### src/core/ire_defs.svh
// Constants of the SIR pulse encoder/decoder: clock rates, pulse timing,
// control byte layout and reset values. Definitions only.
`ifndef IRE_DEFS_SVH
`define IRE_DEFS_SVH

// System clock and pulse reference.
`define IRE_SYS_CLK_HZ      25000000
`define IRE_REF_HZ          3686400

// Fixed narrow transmit pulse, least time rounded up to reference ticks.
`define IRE_NARROW_PULSE_NS 1627
`define IRE_NARROW_TICKS    ((64'd1627 * 64'd3686400 + 64'd999999999) / 64'd1000000000)

// Wide transmit pulse as a fraction of the bit time.
`define IRE_WIDE_NUM        14'h3
`define IRE_WIDE_SHIFT      4

// Control byte field positions.
`define IRE_CFG_RATE_LSB    0
`define IRE_CFG_RATE_MSB    3
`define IRE_CFG_WIDTH_BIT   4
`define IRE_CFG_USER_A_BIT  5
`define IRE_CFG_USER_B_BIT  6

// Reset values and rate code limits.
`define IRE_RATE_RST        4'h6
`define IRE_RATE_MAX        4'hc
`define IRE_NARROW_RST      1'b1
`define IRE_USER_RST        1'b0
`define IRE_CFG_LAST_BIT    3'h7

`endif

### src/core/ire_pkg.sv
// Types shared by the SIR pulse encoder/decoder.
// Assumes ire_defs.svh supplies the numeric constants.
package ire_pkg;

    typedef logic [3:0]  ire_rate_t;
    typedef logic [11:0] ire_ticks_t;

    typedef enum logic [1:0] {
        PROG_IDLE,
        PROG_START,
        PROG_DATA,
        PROG_STOP
    } ire_prog_e;

endpackage : ire_pkg

### src/core/ire_ref_tick.sv
// Fractional divider making a one-cycle enable at the pulse reference rate.
// Assumes one system clock and a reference rate below half the clock rate.
`timescale 1ns/100ps
`include "ire_defs.svh"
module ire_ref_tick #(
    parameter int SYS_HZ = `IRE_SYS_CLK_HZ,
    parameter int REF_HZ = `IRE_REF_HZ
) (
    // Clock and reset.
    input  wire logic sys_clk_in,
    input  wire logic rst_n_in,
    // Reference enable.
    output logic      ref_tick_out
);
    logic [31:0] acc_reg;
    logic [31:0] acc_next;
    logic [31:0] sum;
    logic        tick_next;

    // Every pulse and bit time counts this enable, so scaling the reference
    // scales every selectable rate alike.
    always_comb begin
        sum       = acc_reg + 32'(REF_HZ);
        tick_next = 1'b0;
        acc_next  = sum;
        if (sum >= 32'(SYS_HZ)) begin
            acc_next  = sum - 32'(SYS_HZ);
            tick_next = 1'b1;
        end
    end

    always_ff @(posedge sys_clk_in or negedge rst_n_in) begin
        if (!rst_n_in) begin
            acc_reg      <= 32'h0;
            ref_tick_out <= 1'b0;
        end else begin
            acc_reg      <= acc_next;
            ref_tick_out <= tick_next;
        end
    end
endmodule : ire_ref_tick

### src/core/ire_sir_endec.sv
// SIR encoder/decoder between a host serial line and an infrared transceiver.
// Assumes all inputs are synchronous to sys_clk_in.
// How it works
// - After power-on the rate is 9600 bit/s with no programming needed.
// - The reset input restores that same default state.
// - A high program select stops encoding and reads the host line as config.
// - The config word is a zero start bit then 8 data bits, LSB first.
// - A new rate takes effect only when program select falls again.
// - Config bits 0 to 3 pick one of thirteen rates from 115.2k to 1.2k.
// - Config bit 4 picks a fixed 1.627 us pulse or a 3/16 bit pulse.
// - Config bits 5 and 6 drive two user outputs and bit 7 is ignored.
// - In data mode every zero host bit, start bit included, makes one pulse.
// - Each pulse is cut to 3/16 of the bit or to 1.627 us as selected.
// - Each received pulse becomes a zero lasting one whole bit on the host.
// - Two lamp outputs follow the encoded transmit and decoded receive data.
// - All timing comes from a 3.6864 MHz reference enable.
// - The stretched output does not depend on the received pulse width.
`timescale 1ns/100ps
`include "ire_defs.svh"
module ire_sir_endec (
    // Clock and reset.
    input  wire logic sys_clk_in,
    input  wire logic rst_n_in,
    // Host serial side.
    input  wire logic rate_program_select_in,
    input  wire logic host_tx_serial_in,
    output logic      host_rx_serial_out,
    // Transceiver side.
    input  wire logic ir_rx_pulse_n_in,
    output logic      ir_tx_pulse_out,
    // Indicators and user outputs.
    output logic      tx_activity_lamp_out,
    output logic      rx_activity_lamp_out,
    output logic      pulse_width_select_out,
    output logic      user_output_a_out,
    output logic      user_output_b_out
);
    import ire_pkg::*;

    // Reference ticks per bit for each rate code.
    function automatic ire_ticks_t bit_ticks(input ire_rate_t code);
        unique case (code)
            4'h0:    bit_ticks = 12'h020;
            4'h1:    bit_ticks = 12'h040;
            4'h2:    bit_ticks = 12'h060;
            4'h3:    bit_ticks = 12'h0c0;
            4'h4:    bit_ticks = 12'h100;
            4'h5:    bit_ticks = 12'h120;
            4'h6:    bit_ticks = 12'h180;
            4'h7:    bit_ticks = 12'h200;
            4'h8:    bit_ticks = 12'h300;
            4'h9:    bit_ticks = 12'h400;
            4'ha:    bit_ticks = 12'h600;
            4'hb:    bit_ticks = 12'h800;
            default: bit_ticks = 12'hc00;
        endcase
    endfunction : bit_ticks

    logic       ref_tick;
    ire_ticks_t bit_len;
    ire_ticks_t pulse_len;
    logic [13:0] wide_len;
    logic       data_mode;

    ire_ref_tick u_ref_tick (
        .sys_clk_in   (sys_clk_in),
        .rst_n_in     (rst_n_in),
        .ref_tick_out (ref_tick)
    );

    // Configuration state.
    ire_rate_t  rate_reg,      rate_next;
    ire_rate_t  pend_rate_reg, pend_rate_next;
    logic       narrow_reg,    narrow_next;
    logic       user_a_reg,    user_a_next;
    logic       user_b_reg,    user_b_next;
    logic       sel_d_reg;
    ire_prog_e  prog_st_reg,   prog_st_next;
    ire_ticks_t prog_cnt_reg,  prog_cnt_next;
    logic [2:0] prog_bit_reg,  prog_bit_next;
    logic [7:0] prog_sh_reg,   prog_sh_next;

    assign data_mode = !rate_program_select_in;
    assign bit_len   = bit_ticks(rate_reg);
    assign wide_len  = ({2'b00, bit_len} * `IRE_WIDE_NUM) >> `IRE_WIDE_SHIFT;
    assign pulse_len = narrow_reg ? 12'(`IRE_NARROW_TICKS) : wide_len[11:0];

    // The start bit is checked at its middle, later bits a whole bit apart,
    // so the 8N1 character is sampled at the centre of each bit.
    always_comb begin
        rate_next      = rate_reg;
        pend_rate_next = pend_rate_reg;
        narrow_next    = narrow_reg;
        user_a_next    = user_a_reg;
        user_b_next    = user_b_reg;
        prog_st_next   = prog_st_reg;
        prog_cnt_next  = prog_cnt_reg;
        prog_bit_next  = prog_bit_reg;
        prog_sh_next   = prog_sh_reg;
        if (sel_d_reg && data_mode) begin
            rate_next = pend_rate_reg;
        end
        if (data_mode) begin
            prog_st_next = PROG_IDLE;
        end else begin
            unique case (prog_st_reg)
                PROG_IDLE: begin
                    if (!host_tx_serial_in) begin
                        prog_st_next  = PROG_START;
                        prog_cnt_next = 12'h000;
                    end
                end
                PROG_START: begin
                    if (ref_tick) begin
                        prog_cnt_next = prog_cnt_reg + 12'h001;
                        if (prog_cnt_reg == (bit_len >> 1) - 12'h001) begin
                            prog_cnt_next = 12'h000;
                            prog_bit_next = 3'h0;
                            prog_st_next  = host_tx_serial_in ? PROG_IDLE : PROG_DATA;
                        end
                    end
                end
                PROG_DATA: begin
                    if (ref_tick) begin
                        prog_cnt_next = prog_cnt_reg + 12'h001;
                        if (prog_cnt_reg == bit_len - 12'h001) begin
                            prog_cnt_next = 12'h000;
                            prog_sh_next  = {host_tx_serial_in, prog_sh_reg[7:1]};
                            prog_bit_next = prog_bit_reg + 3'h1;
                            if (prog_bit_reg == `IRE_CFG_LAST_BIT) begin
                                prog_st_next = PROG_STOP;
                            end
                        end
                    end
                end
                PROG_STOP: begin
                    if (ref_tick) begin
                        prog_cnt_next = prog_cnt_reg + 12'h001;
                        if (prog_cnt_reg == bit_len - 12'h001) begin
                            prog_st_next = PROG_IDLE;
                            // A character without its stop bit is dropped whole.
                            if (host_tx_serial_in) begin
                                if (prog_sh_reg[`IRE_CFG_RATE_MSB:`IRE_CFG_RATE_LSB]
                                        <= `IRE_RATE_MAX) begin
                                    pend_rate_next =
                                        prog_sh_reg[`IRE_CFG_RATE_MSB:`IRE_CFG_RATE_LSB];
                                end
                                narrow_next = prog_sh_reg[`IRE_CFG_WIDTH_BIT];
                                user_a_next = prog_sh_reg[`IRE_CFG_USER_A_BIT];
                                user_b_next = prog_sh_reg[`IRE_CFG_USER_B_BIT];
                            end
                        end
                    end
                end
            endcase
        end
    end

    always_ff @(posedge sys_clk_in or negedge rst_n_in) begin
        if (!rst_n_in) begin
            rate_reg               <= `IRE_RATE_RST;
            pend_rate_reg          <= `IRE_RATE_RST;
            narrow_reg             <= `IRE_NARROW_RST;
            user_a_reg             <= `IRE_USER_RST;
            user_b_reg             <= `IRE_USER_RST;
            sel_d_reg              <= 1'b0;
            prog_st_reg            <= PROG_IDLE;
            prog_cnt_reg           <= 12'h000;
            prog_bit_reg           <= 3'h0;
            prog_sh_reg            <= 8'h00;
            pulse_width_select_out <= `IRE_NARROW_RST;
            user_output_a_out      <= `IRE_USER_RST;
            user_output_b_out      <= `IRE_USER_RST;
        end else begin
            rate_reg               <= rate_next;
            pend_rate_reg          <= pend_rate_next;
            narrow_reg             <= narrow_next;
            user_a_reg             <= user_a_next;
            user_b_reg             <= user_b_next;
            sel_d_reg              <= rate_program_select_in;
            prog_st_reg            <= prog_st_next;
            prog_cnt_reg           <= prog_cnt_next;
            prog_bit_reg           <= prog_bit_next;
            prog_sh_reg            <= prog_sh_next;
            pulse_width_select_out <= narrow_next;
            user_output_a_out      <= user_a_next;
            user_output_b_out      <= user_b_next;
        end
    end

    // Transmit encoder: one short pulse at the start of each low bit.
    logic       tx_busy_reg, tx_busy_next;
    ire_ticks_t tx_cnt_reg,  tx_cnt_next;
    logic       tx_pulse_next;

    always_comb begin
        tx_busy_next  = tx_busy_reg;
        tx_cnt_next   = tx_cnt_reg;
        tx_pulse_next = ir_tx_pulse_out;
        if (!data_mode) begin
            tx_busy_next  = 1'b0;
            tx_pulse_next = 1'b0;
        end else if (!tx_busy_reg) begin
            if (!host_tx_serial_in) begin
                tx_busy_next  = 1'b1;
                tx_cnt_next   = 12'h000;
                tx_pulse_next = 1'b1;
            end
        end else if (ref_tick) begin
            tx_cnt_next = tx_cnt_reg + 12'h001;
            // The first tick after an idle start is only part of a tick, so the
            // first bit runs one tick long; each bit end then samples the new bit.
            if (tx_cnt_next == pulse_len + 12'h001) begin
                tx_pulse_next = 1'b0;
            end
            if (tx_cnt_reg == bit_len) begin
                if (!host_tx_serial_in) begin
                    tx_cnt_next   = 12'h001;
                    tx_pulse_next = 1'b1;
                end else begin
                    tx_busy_next  = 1'b0;
                    tx_pulse_next = 1'b0;
                end
            end
        end
    end

    always_ff @(posedge sys_clk_in or negedge rst_n_in) begin
        if (!rst_n_in) begin
            tx_busy_reg          <= 1'b0;
            tx_cnt_reg           <= 12'h000;
            ir_tx_pulse_out      <= 1'b0;
            tx_activity_lamp_out <= 1'b0;
        end else begin
            tx_busy_reg          <= tx_busy_next;
            tx_cnt_reg           <= tx_cnt_next;
            ir_tx_pulse_out      <= tx_pulse_next;
            tx_activity_lamp_out <= tx_pulse_next;
        end
    end

    // Receive decoder: only the falling edge of a pulse is used, so its
    // width cannot change the stretched bit.
    logic       rx_prev_reg;
    logic       rx_busy_reg, rx_busy_next;
    ire_ticks_t rx_cnt_reg,  rx_cnt_next;
    logic       rx_out_next;

    always_comb begin
        rx_busy_next = rx_busy_reg;
        rx_cnt_next  = rx_cnt_reg;
        rx_out_next  = host_rx_serial_out;
        if (rx_prev_reg && !ir_rx_pulse_n_in) begin
            rx_busy_next = 1'b1;
            rx_cnt_next  = 12'h000;
            rx_out_next  = 1'b0;
        end else if (rx_busy_reg && ref_tick) begin
            rx_cnt_next = rx_cnt_reg + 12'h001;
            if (rx_cnt_reg == bit_len - 12'h001) begin
                rx_busy_next = 1'b0;
                rx_out_next  = 1'b1;
            end
        end
    end

    always_ff @(posedge sys_clk_in or negedge rst_n_in) begin
        if (!rst_n_in) begin
            rx_prev_reg          <= 1'b1;
            rx_busy_reg          <= 1'b0;
            rx_cnt_reg           <= 12'h000;
            host_rx_serial_out   <= 1'b1;
            rx_activity_lamp_out <= 1'b0;
        end else begin
            rx_prev_reg          <= ir_rx_pulse_n_in;
            rx_busy_reg          <= rx_busy_next;
            rx_cnt_reg           <= rx_cnt_next;
            host_rx_serial_out   <= rx_out_next;
            rx_activity_lamp_out <= !rx_out_next;
        end
    end
endmodule : ire_sir_endec

### config.mk
export PLATFORM = sky130hd
export DESIGN_NAME = ire_sir_endec
export DESIGN_NICKNAME = d
export VERILOG_FILES = /design/src/core/ire_pkg.sv /design/src/core/ire_ref_tick.sv /design/src/core/ire_sir_endec.sv
export VERILOG_INCLUDE_DIRS = /design/src /design/src/core
export SDC_FILE = /design/constraint.sdc
export NUM_CORES = 1
export LEC_CHECK = 0
export BUFFER_PORTS_ARGS = -buffer_cell sky130_fd_sc_hd__buf_2
export CAP_MARGIN = 30
export CORE_MARGIN = 2
export CORE_UTILIZATION = 50
export CTS_CLUSTER_DIAMETER = 40
export CTS_CLUSTER_SIZE = 20
export DETAILED_ROUTE_END_ITERATION = 10
export PLACE_DENSITY = 0.77
export SLEW_MARGIN = 20
export SYNTH_ARGS = -nofsm -noshare
export SYNTH_HDL_FRONTEND = slang
export SYNTH_SLANG_ARGS = --single-unit
### constraint.sdc
create_clock -name sys_clk_in -period 3.93 [get_ports sys_clk_in]
set_input_delay 0.1965 -clock sys_clk_in [delete_from_list [all_inputs] [get_ports sys_clk_in]]
set_output_delay 0.1965 -clock sys_clk_in [all_outputs]
set_load 0.02 [all_outputs]
# Yosys cells after proc, flatten, opt, wreduce, memory -nomap -nowiden
# Memory sizes are Yosys's and may differ from the RTL's.
# Index checks and enable logic that the tools add are counted.
dict set report word_totals {
  reg_bits 100
  rom_bits 112
  inputBits 5
  out_inout_bits 7
  wordCells 130
  mem_count 1
}
# memory depth word_bits read_ports rd_clocked_by_memory_dff write_ports line
set memory_table {}
lappend memory_table {{(name not given)} 16 7 1 0 0 ire_sir_endec.sv:42} ;# unique case (code)
dict set report classes {
  n_addsub 9
  n_mul 1
  n_lt_le_gt_ge 2
  n_eq_ne 28
  n_mux 49
  bitwise 1
  reduce_logical 19
}
# cell count
set ops {}
lappend ops {{$mux 12} 12}
lappend ops {{$eq 12x12->1} 4}
lappend ops {{$pmux 12 s4} 1}
lappend ops {{$add 12x1->12 const B} 3}
lappend ops {{$add 32x22->32 const B} 1}
lappend ops {{$ge 32x25->1 const B} 1}
lappend ops {{$mux 32} 1}
lappend ops {{$sub 32x25->32 const B} 1}
lappend ops {{$mux 2} 10}
lappend ops {{$mux 1} 18}
lappend ops {{$ne 3x2->1 const B} 5}
lappend ops {{$ne 3x3->1 const B} 5}
lappend ops {{$mul 12x2->14 const B} 1}
lappend ops {{$eq 12x11->1} 1}
lappend ops {{$mux 3} 4}
lappend ops {{$reduce_and 6->1} 2}
lappend ops {{$sub 11x1->12 const B} 1}
lappend ops {{$sub 12x1->12 const B} 1}
lappend ops {{$add 10x1->11 const B} 1}
lappend ops {{$mux 10} 1}
lappend ops {{$ne 2x1->1 const B} 5}
lappend ops {{$reduce_and 5->1} 2}
lappend ops {{$pmux 2 s4} 1}
lappend ops {{$reduce_and 8->1} 1}
lappend ops {{16 further kinds} 26}

# Logic depth before layout (Yosys ltp)
# Gate-level depths: netlist of the first run.
# An unclocked memory read counts as a cell.
dict set report depth {
  depth_word 10
  depth_mapped 16
  ltp_nobuf 16
}

# Modules after synthesis
# From an unflattened synthesis of the first run, not the netlist that was laid out.
dict set report unflattened {
  cells_unflattened 762
  hier_area_um2 6822.8
}
# mod n_inst cells_each area_per_inst_um2 seq_area_each_um2
set modules_own_cells {}
lappend modules_own_cells {ire_sir_endec 1 540 4793.3 1685.4}
lappend modules_own_cells {ire_ref_tick 1 222 2029.4 675.6}

# Worst setup path after synthesis of the first run
# No wires, ideal clock.
dict set report synth_path {
  path_kind {reg2reg}
  start {reg rate_reg[1]}
  end {reg tx_activity_lamp_out}
  setup_ps 88
  t_arrival_ps 3561
  t_required_ps 3842
  slack_ps 280
  path_stages_with_launch 15
  n_path_buf 1
  synth_period_minus_slack_ps 3650
  cell_sequence {dfstp_2 -> ha_1 -> clkbuf_1 -> mux2i_1 -> nor2_1 -> inv_1 -> fa_1 -> nor2b_1 -> a211oi_1 -> o31ai_1 -> nor3b_1 -> mux2i_1 -> mux2i_1 -> mux2_2 -> a41oi_1}
}
dict set report synth_via {
  elab_chain_cells 7
  word_cells_on_any_way 12
  cone_classes {add/sub: 1; mul: 1; eq/ne: 3; mux: 5; reduce/logical: 1; memory: 1}
}
# element line
set synth_rtl {}
lappend synth_rtl {{start, declared} ire_sir_endec.sv:72} ;# ire_rate_t rate_reg, rate_next;
lappend synth_rtl {{start signal, assigned} ire_sir_endec.sv:161} ;# rate_reg <= `IRE_RATE_RST;
lappend synth_rtl {{start signal, assigned} ire_sir_endec.sv:175} ;# rate_reg <= rate_next;
lappend synth_rtl {{$mem_v2 16x7 (*)} --}
lappend synth_rtl {{$mul 12x2->14 (no source line)} --}
lappend synth_rtl {{$mux 10} ire_sir_endec.sv:86} ;# assign pulse_len = narrow_reg ? 12'(`IRE_NARROW_TICKS) : wide_len[11:0];
lappend synth_rtl {{$add 10x1->11} ire_sir_endec.sv:213} ;# if (tx_cnt_next == pulse_len + 12'h001) begin
lappend synth_rtl {{$eq 12x11->1} ire_sir_endec.sv:213}
lappend synth_rtl {{$ne 4x2->1 (no source line)} --}
lappend synth_rtl {{$reduce_and 3->1 (no source line)} --}
lappend synth_rtl {{end signal, assigned} ire_sir_endec.sv:238} ;# tx_activity_lamp_out <= tx_pulse_next;
lappend synth_rtl {{end, declared} ire_sir_endec.sv:32} ;# output logic tx_activity_lamp_out,
# Every way passes the cells marked *; elsewhere a longest branch is shown, timed or not. The select of a mux whose other input is x is not followed.
# A chain may end at the register's enable or synchronous reset.

# Final worst setup path of the first run
# Ends and elaborated chain as after synthesis.

==> results of run 1 <==
[per-stage QoR]
stage / total power, mW / hold WS, ns
6_report: 2.07 / 0.0568
5_1_grt: 2.14 / 0.0475
4_1_cts: 2.09 / 0.0401
3_5_place_dp: 1.11 / 0.307
3_3_place_gp: 1.11 / 0.309
2_1_floorplan: 1.07 / -0.0991
[layout make-up]
cell class	instances	area, µm²	share of cell area [%]
clock buffers	10	239	3.26
clock inverters	6	92.6	1.26
inverters	44	165	2.25
multi-input cells	601	4070	55.4
flip-flops and latches	94	2360	32.2
well taps	176	220	3.00
repair buffers	28	190	2.59
[routing by layer]
metal / GRT usage (%) / share of wire [%]
met2: 34.1 / 46
met5: 0 / 0
met3: 3.94 / 4.7
met4: 8.01 / 1.9
met1: 30.4 / 47
[worst register-to-register path, cell delays in order, from the launching register on]
cell and delay [ns]:
dfstp_2 0.56, inv_1 0.09, ha_1 0.22, or3_4 0.43, inv_1 0.09, ha_1 0.17
inv_1 0.05, fa_1 0.42, nor2b_4 0.19, a211oi_1 0.08, o31ai_1 0.26, nor3b_4 0.29
mux2i_1 0.23, mux2i_1 0.10, mux2_2 0.27, a41oi_1 0.14
[cells by family after synthesis]
| kind of cell | share of synthesized area [%] |
|---|---|
| AND/OR/NAND/NOR | 23.9 |
| AO/OA/AOI/OAI | 16.1 |
| multiplexers | 2.49 |
| XOR/XNOR | 12.7 |
| buffers and inverters | 4.91 |
| flip-flops | 35.1 |
| adder cells (fa/ha/maj) | 4.76 |
[power by group]
part | switching, mW | internal, mW | leakage (nW)
logic | 0.0644 | 0.0340 | 1.71
registers | 0.0183 | 0.979 | 1.21
clock network | 0.390 | 0.580 | 0.161
[cells in the mapped netlist (19+ instances only)]
| library cell | instances |
|---|---|
| a21oi_1 | 29 |
| clkbuf_1 | 23 |
| dfrtp_1 | 87 |
| ha_1 | 24 |
| inv_1 | 43 |
| nand2_1 | 87 |
| nand3_1 | 37 |
| nand4_1 | 19 |
| nor2_1 | 55 |
| nor3_1 | 22 |
| o21ai_0 | 51 |
| xnor2_1 | 56 |
| xor2_1 | 29 |
[how the worst max path moves through the flow]
stage / from / endpoint / slack [ns] / cells past startpoint
2_1_floorplan: rate_reg[1] / tx_activity_lamp_out / 0.28 / 14
3_3_place_gp: rate_reg[1] / tx_activity_lamp_out / 0.14 / 15
3_5_place_dp: rate_reg[1] / tx_activity_lamp_out / -0.06 / 15
4_1_cts: rate_reg[1] / tx_activity_lamp_out / 0.09 / 15
5_1_grt: rate_reg[1] / tx_activity_lamp_out / 0.03 / 15
6_report: rate_reg[1] / tx_activity_lamp_out / 0.26 / 15
[repair_timing]
action | 4_1_cts | 5_1_grt
hold buffers | 2 | 0
pin swaps | 0 | 0
hold endpoints to repair | 55 | 0
gates resized for setup | 1 | 6
setup endpoints to repair | 1 | 9
==> out/qor.txt, run 1 <==
drt pass-1 iters = 5
final setup margin = 0.262 ns
top post-synthesis cells by area = dfrtp_1 (32%), xnor2_1 (7.3%), nand2_1 (4.9%)
maximum VDD drop = 0.000196 V
antenna diode count = 0
Tmin final = 3.67 ns
WP data required = 4.21 ns
Layout Cells excl Fill = 959
Async S/R FF share, synth = 100%
CP bufs+invs = 3
Routed Antenna Nets = 0
crit-path max cell delay = 0.56 ns
final instance area = 0.00733 mm²
actual slew at the worst max-slew pin = 0.769 ns
CP Max Fanout = 5
CTS Sinks = 94
Primary FF master, synth = dfrtp_1
clock skew = 0.00572 ns
Syn Nets = 806
CP Class = flip-flop to flip-flop
sequential area share after synthesis = 35.1%
RR Startpoint = rate_reg[1]
leading cell type in the layout, fill and taps excluded = nand2_1
routed vias/inst = 5.80
Worst R2R End = tx_activity_lamp_out
Layout fillers = 1153
DRC Markers = 0
YS warnings = 0
starting density of the core = 51.0%
vias in the first global route = 5408
run status = finished, final reports clean
initial antenna violation count = 0
Critical Path End Type = flip-flop
Yosys top cell by area = dfrtp_1
pre-CTS WS = -0.0593 ns
critical path data arrival time = 3.94 ns
Worst-path clk slew = 0.07 ns
Routed WL = 14800 µm
Cells after Synth = 776
H-tree depth = 3
Clock Tree Buf Depth = 2
share of the synthesized area in the top cell type = 32.4%
Rel. slew slack = 48.8%
clock buffer count from CTS = 9
RSZ-0062 raised after global routing = false
most frequent cells in the layout = nand2_1 (87), dfrtp_1 (86), xnor2_1 (56), nor2_1 (55), o21ai_0 (51)
die span in x = 120 µm
reg2reg setup slack = 0.26 ns
Std-Cell Rows = 42
Largest register FFs = 26
Final Hold Viols = 0
EDFF count, synth = 0
Final #Nets = 808
first-pass GRT wire length = 25800 µm
CTS tree = done
I/O pins = 12
Pwr per Cell Area = 282 mW/mm²
DP Area = 0.00695 mm²
GRT Overall Usage = 21.9%
clk root buf = clkbuf_16
Worst Hold Class = input port to flip-flop
Crit-path slowest cell = dfstp_2
kind of cell adding the most delay to the critical path = simple AND/OR/NAND/NOR gates
largest net degree at the start of global routing = 60
GP Congestion = 0.886
leakage = 3.08 nW
Iter 0 DRT Violations = 444
placed insts = 941
die area = 0.0144 mm²
hold depth = 1
Vias = 5564
startpoint class of the critical path = flip-flop
Post-CTS Setup Bufs = 0
Die Y = 120 µm
CP dominant cell by count = inv_1
Placeable Area = 0.0132 mm²
Max Fclk = 273 MHz
synth unique cells = 84
mapped cell area = 0.00673 mm²
R2R cell count = 15
clk_lat worst skew = 0.36 ns
Max-cap violations = 0
crit-path cells = inv_1 -> ha_1 -> or3_4 -> inv_1 -> ha_1 -> inv_1 -> fa_1 -> nor2b_4 -> a211oi_1 -> o31ai_1 -> nor3b_4 -> mux2i_1 -> mux2i_1 -> mux2_2 -> a41oi_1
worst hold endpoint = sel_d_reg
Routed WL per cell = 15.4 µm
GRT overflow = 0
post-synthesis area per instance = 8.67 µm²
port buffer count = 11
layout cells sized above 1 = 10.7%
Final Setup Violations = 0
HP Start = rate_program_select_in
fin crit share = 93.3%
max-slew violations = 0
Core Util, Final = 55.6%
Layout area overhead = 9.02%
Seq cells post-synth = 94
total negative slack = 0 ns
Detailed Place HPWL = 10700 µm
No activity file was read; power rests on OpenSTA's default activity.
==> run 2: changes to the inputs <==
Settings changed: SYNTH_HIERARCHICAL set to 1.
==> out/qor.txt, run 2 <==
initial antenna violation count = 0 (unchanged)
Syn Nets = 792 (-1.7%)
clock skew = 0.0108 ns (+0.00512 ns)
routed vias/inst = 5.78 (-0.38%)
clk root buf = clkbuf_16
maximum VDD drop = 0.000275 V (+41%)
die span in x = 121 µm (+0.68%)
DRC Markers = 0 (unchanged)
Critical Path End Type = flip-flop
Final #Nets = 785 (-2.8%)
H-tree depth = 3 (unchanged)
final hold slack = 0.127 ns (+0.0699 ns)
Detailed Place HPWL = 10100 µm (-5.4%)
run status = finished, final reports clean
vias in the first global route = 5095 (-5.8%)
YS warnings = 6 (+6)
clk_lat worst skew = 0.35 ns (about the same)
total negative slack = 0 ns (unchanged)
met2 GRT Util = 31.8% (-2.3 points)
synth unique cells = 93 (+11%)
Rel. slew slack = 44.3% (-4.5 points)
Crit-path slowest cell = or4_4
Routed WL = 14300 µm (-3.0%)
Die Y = 121 µm (+0.68%)
WP data required = 4.17 ns (-0.04 ns)
crit-path cells = buf_4 -> ha_1 -> mux2i_1 -> nor2_2 -> inv_1 -> ha_1 -> a21boi_0 -> xnor3_1 -> or4_4 -> a311oi_2 -> a2111oi_4 -> buf_4 -> a21o_1 -> a22o_1
port buffer count = 11 (unchanged)
Tmin final = 3.70 ns (+0.0290 ns)
largest net degree at the start of global routing = 63 (+5.0%)
actual slew at the worst max-slew pin = 0.834 ns (+0.0650 ns)
Final Hold Viols = 0 (unchanged)
leakage = 3.05 nW (-0.94%)
Primary FF master, synth = dfrtp_1
Worst Hold Class = input port to flip-flop
antenna diode count = 0 (unchanged)
layout cells sized above 1 = 12.5% (+1.8 points)
top post-synthesis cells by area = dfrtp_1 (32%), xnor2_1 (6.0%), ha_1 (4.4%)
Max Fclk = 271 MHz (-0.78%)
mapped cell area = 0.00682 mm² (+1.4%)
CTS Sinks = 94 (unchanged)
leading cell type in the layout, fill and taps excluded = dfrtp_1
Clock Tree Buf Depth = 2 (unchanged)
drt pass-1 iters = 4 (-1)
Max-cap violations = 0 (unchanged)
GRT overflow = 0 (unchanged)
Post-CTS Setup Bufs = 0 (unchanged)
startpoint class of the critical path = flip-flop
GRT Overall Usage = 20.6% (-1.3 points)
reg2reg setup slack = 0.23 ns (-0.03 ns)
Yosys top cell by area = dfrtp_1
Vias = 5410 (-2.8%)
EDFF count, synth = 0 (unchanged)
starting density of the core = 51.3% (+0.31 points)
Cells after Synth = 762 (-1.8%)
Std-Cell Rows = 42 (unchanged)
Routed WL per cell = 15.3 µm (-0.57%)
GP Congestion = 0.903 (+1.9%)
Final Setup Violations = 0 (unchanged)
critical path data arrival time = 3.94 ns (about the same)
Largest register FFs = 26 (unchanged)
RSZ-0062 raised after global routing = false
Pwr per Cell Area = 281 mW/mm² (-0.28%)
GR peak layer = met2
Seq cells post-synth = 94 (unchanged)
Worst-path clk slew = 0.07 ns (about the same)
CP Class = flip-flop to flip-flop
CP Max Fanout = 22 (+17)
most frequent cells in the layout = dfrtp_1 (87), nand2_1 (71), xnor2_1 (47), a21oi_1 (46), o21ai_0 (44)
share of the synthesized area in the top cell type = 31.9% (-0.45 points)
I/O pins = 12 (unchanged)
top-count cell post-synth = dfrtp_1
top post-synthesis cells by count = dfrtp_1 (87), nand2_1 (71), xnor2_1 (47), a21oi_1 (46), o21ai_0 (44)
M3 GR Usage = 4.25% (+0.30 points)
CTS tree = done
GR Util met1 = 29.3% (-1.1 points)
fin crit share = 94.1% (+0.74 points)
sequential area share after synthesis = 34.6% (-0.49 points)
post-synthesis area per instance = 8.95 µm² (+3.3%)
die area = 0.0146 mm² (+1.4%)
Async S/R FF share, synth = 100% (unchanged)
crit-path max cell delay = 0.46 ns (-0.10 ns)
clock buffer count from CTS = 9 (unchanged)
Layout area overhead = 6.86%
Routed Antenna Nets = 0 (unchanged)
max-slew violations = 0 (unchanged)
first-pass GRT wire length = 24300 µm (-5.7%)
Placeable Area = 0.0133 mm² (+0.80%)
Iter 0 DRT Violations = 458 (+3.2%)
-- run 2: cell types whose count changed after synthesis, sizes merged, moves of 10 or more --
cell and change:
a21oi +18, nor3 -10, and3 +12, inv -10
nor2 -12, buf +10, nand2 -13
-- run 2: area by class of cell --
cell class / count / area, µm²
multi-input cells: 588 / 4090
well taps: 176 / 220
fillers: 1199 / 6000
clock buffers: 11 / 233
inverters: 35 / 134
repair buffers: 27 / 183
clock inverters: 5 / 66.3
flip-flops and latches: 94 / 2360
-- run 2: path summary, 6_finish.rpt --
path / startpoint / end / cells after the start
setup / recovery: rate_reg[0] / prog_cnt_reg[11] / 14
hold / removal: rate_program_select_in / sel_d_reg / 1
setup reg to reg: rate_reg[0] / prog_cnt_reg[11] / 14
hold reg to reg: pend_rate_reg[1] / rate_reg[1] / 2
max in group asynchronous: rst_n_in / rx_prev_reg / 3
min in group asynchronous: rst_n_in / tx_cnt_reg[9] / 2
-- run 2: power by group --
group	total [mW]	switching, mW	internal, mW
Sequential	0.998	0.0162	0.982
Combinational	0.152	0.102	0.0502
Clock	0.898	0.396	0.502
-- run 2: worst max-delay path: cells and delay by family (launching register included) --
| kind | cells | cell delay [ns] |
|---|---|---|
| buf+inv | 3 | 0.56 |
| simple gates | 2 | 0.53 |
| compound gates | 5 | 1.18 |
| fa+ha+maj | 2 | 0.37 |
| xor+xnor | 1 | 0.29 |
| mux | 1 | 0.26 |
| flops | 1 | 0.42 |
-- run 2: cells by family (layout without fill, tap and decap cells) --
logic type / Yosys count / in the layout / share of synthesized area [%]
xor gates and xnor gates: 83 / 83 / 11.7
and+or+nand+nor: 280 / 280 / 23.0
buffers and inverters: 80 / 78 / 5.59
AOI/OAI and AO/OA: 183 / 183 / 17.7
DFF: 94 / 94 / 34.6
adders and majority gates: 25 / 25 / 4.69
muxes: 17 / 17 / 2.73
-- run 2: per-layer routing --
layer | vias to the layer above | routed length [µm]
met5 | - | 0
met2 | 116 | 6530
met1 | 2591 | 7060
li1 | 2693 | -
met3 | 10 | 599
met4 | 0 | 131
-- run 2: stage by stage --
step           util (%)  instance area, µm²  setup slack, ns  std cells  power (mW)
2_1_floorplan         -                6820            0.235        762        1.12
3_3_place_gp       52.3                6960            0.219        918        1.16
3_5_place_dp       52.3                6960            0.174        918        1.17
4_1_cts            54.7                7280            0.167        936        2.07
5_1_grt            54.8                7290         0.000963        936        2.13
6_report           54.8                7290            0.233        936        2.05
-- run 2: what timing repair did --
item / CTS / global route
hold endpoints to repair: 57 / 0
gates resized for setup: 0 / 5
hold buffers: 2 / 0
setup endpoints to repair: 0 / 1
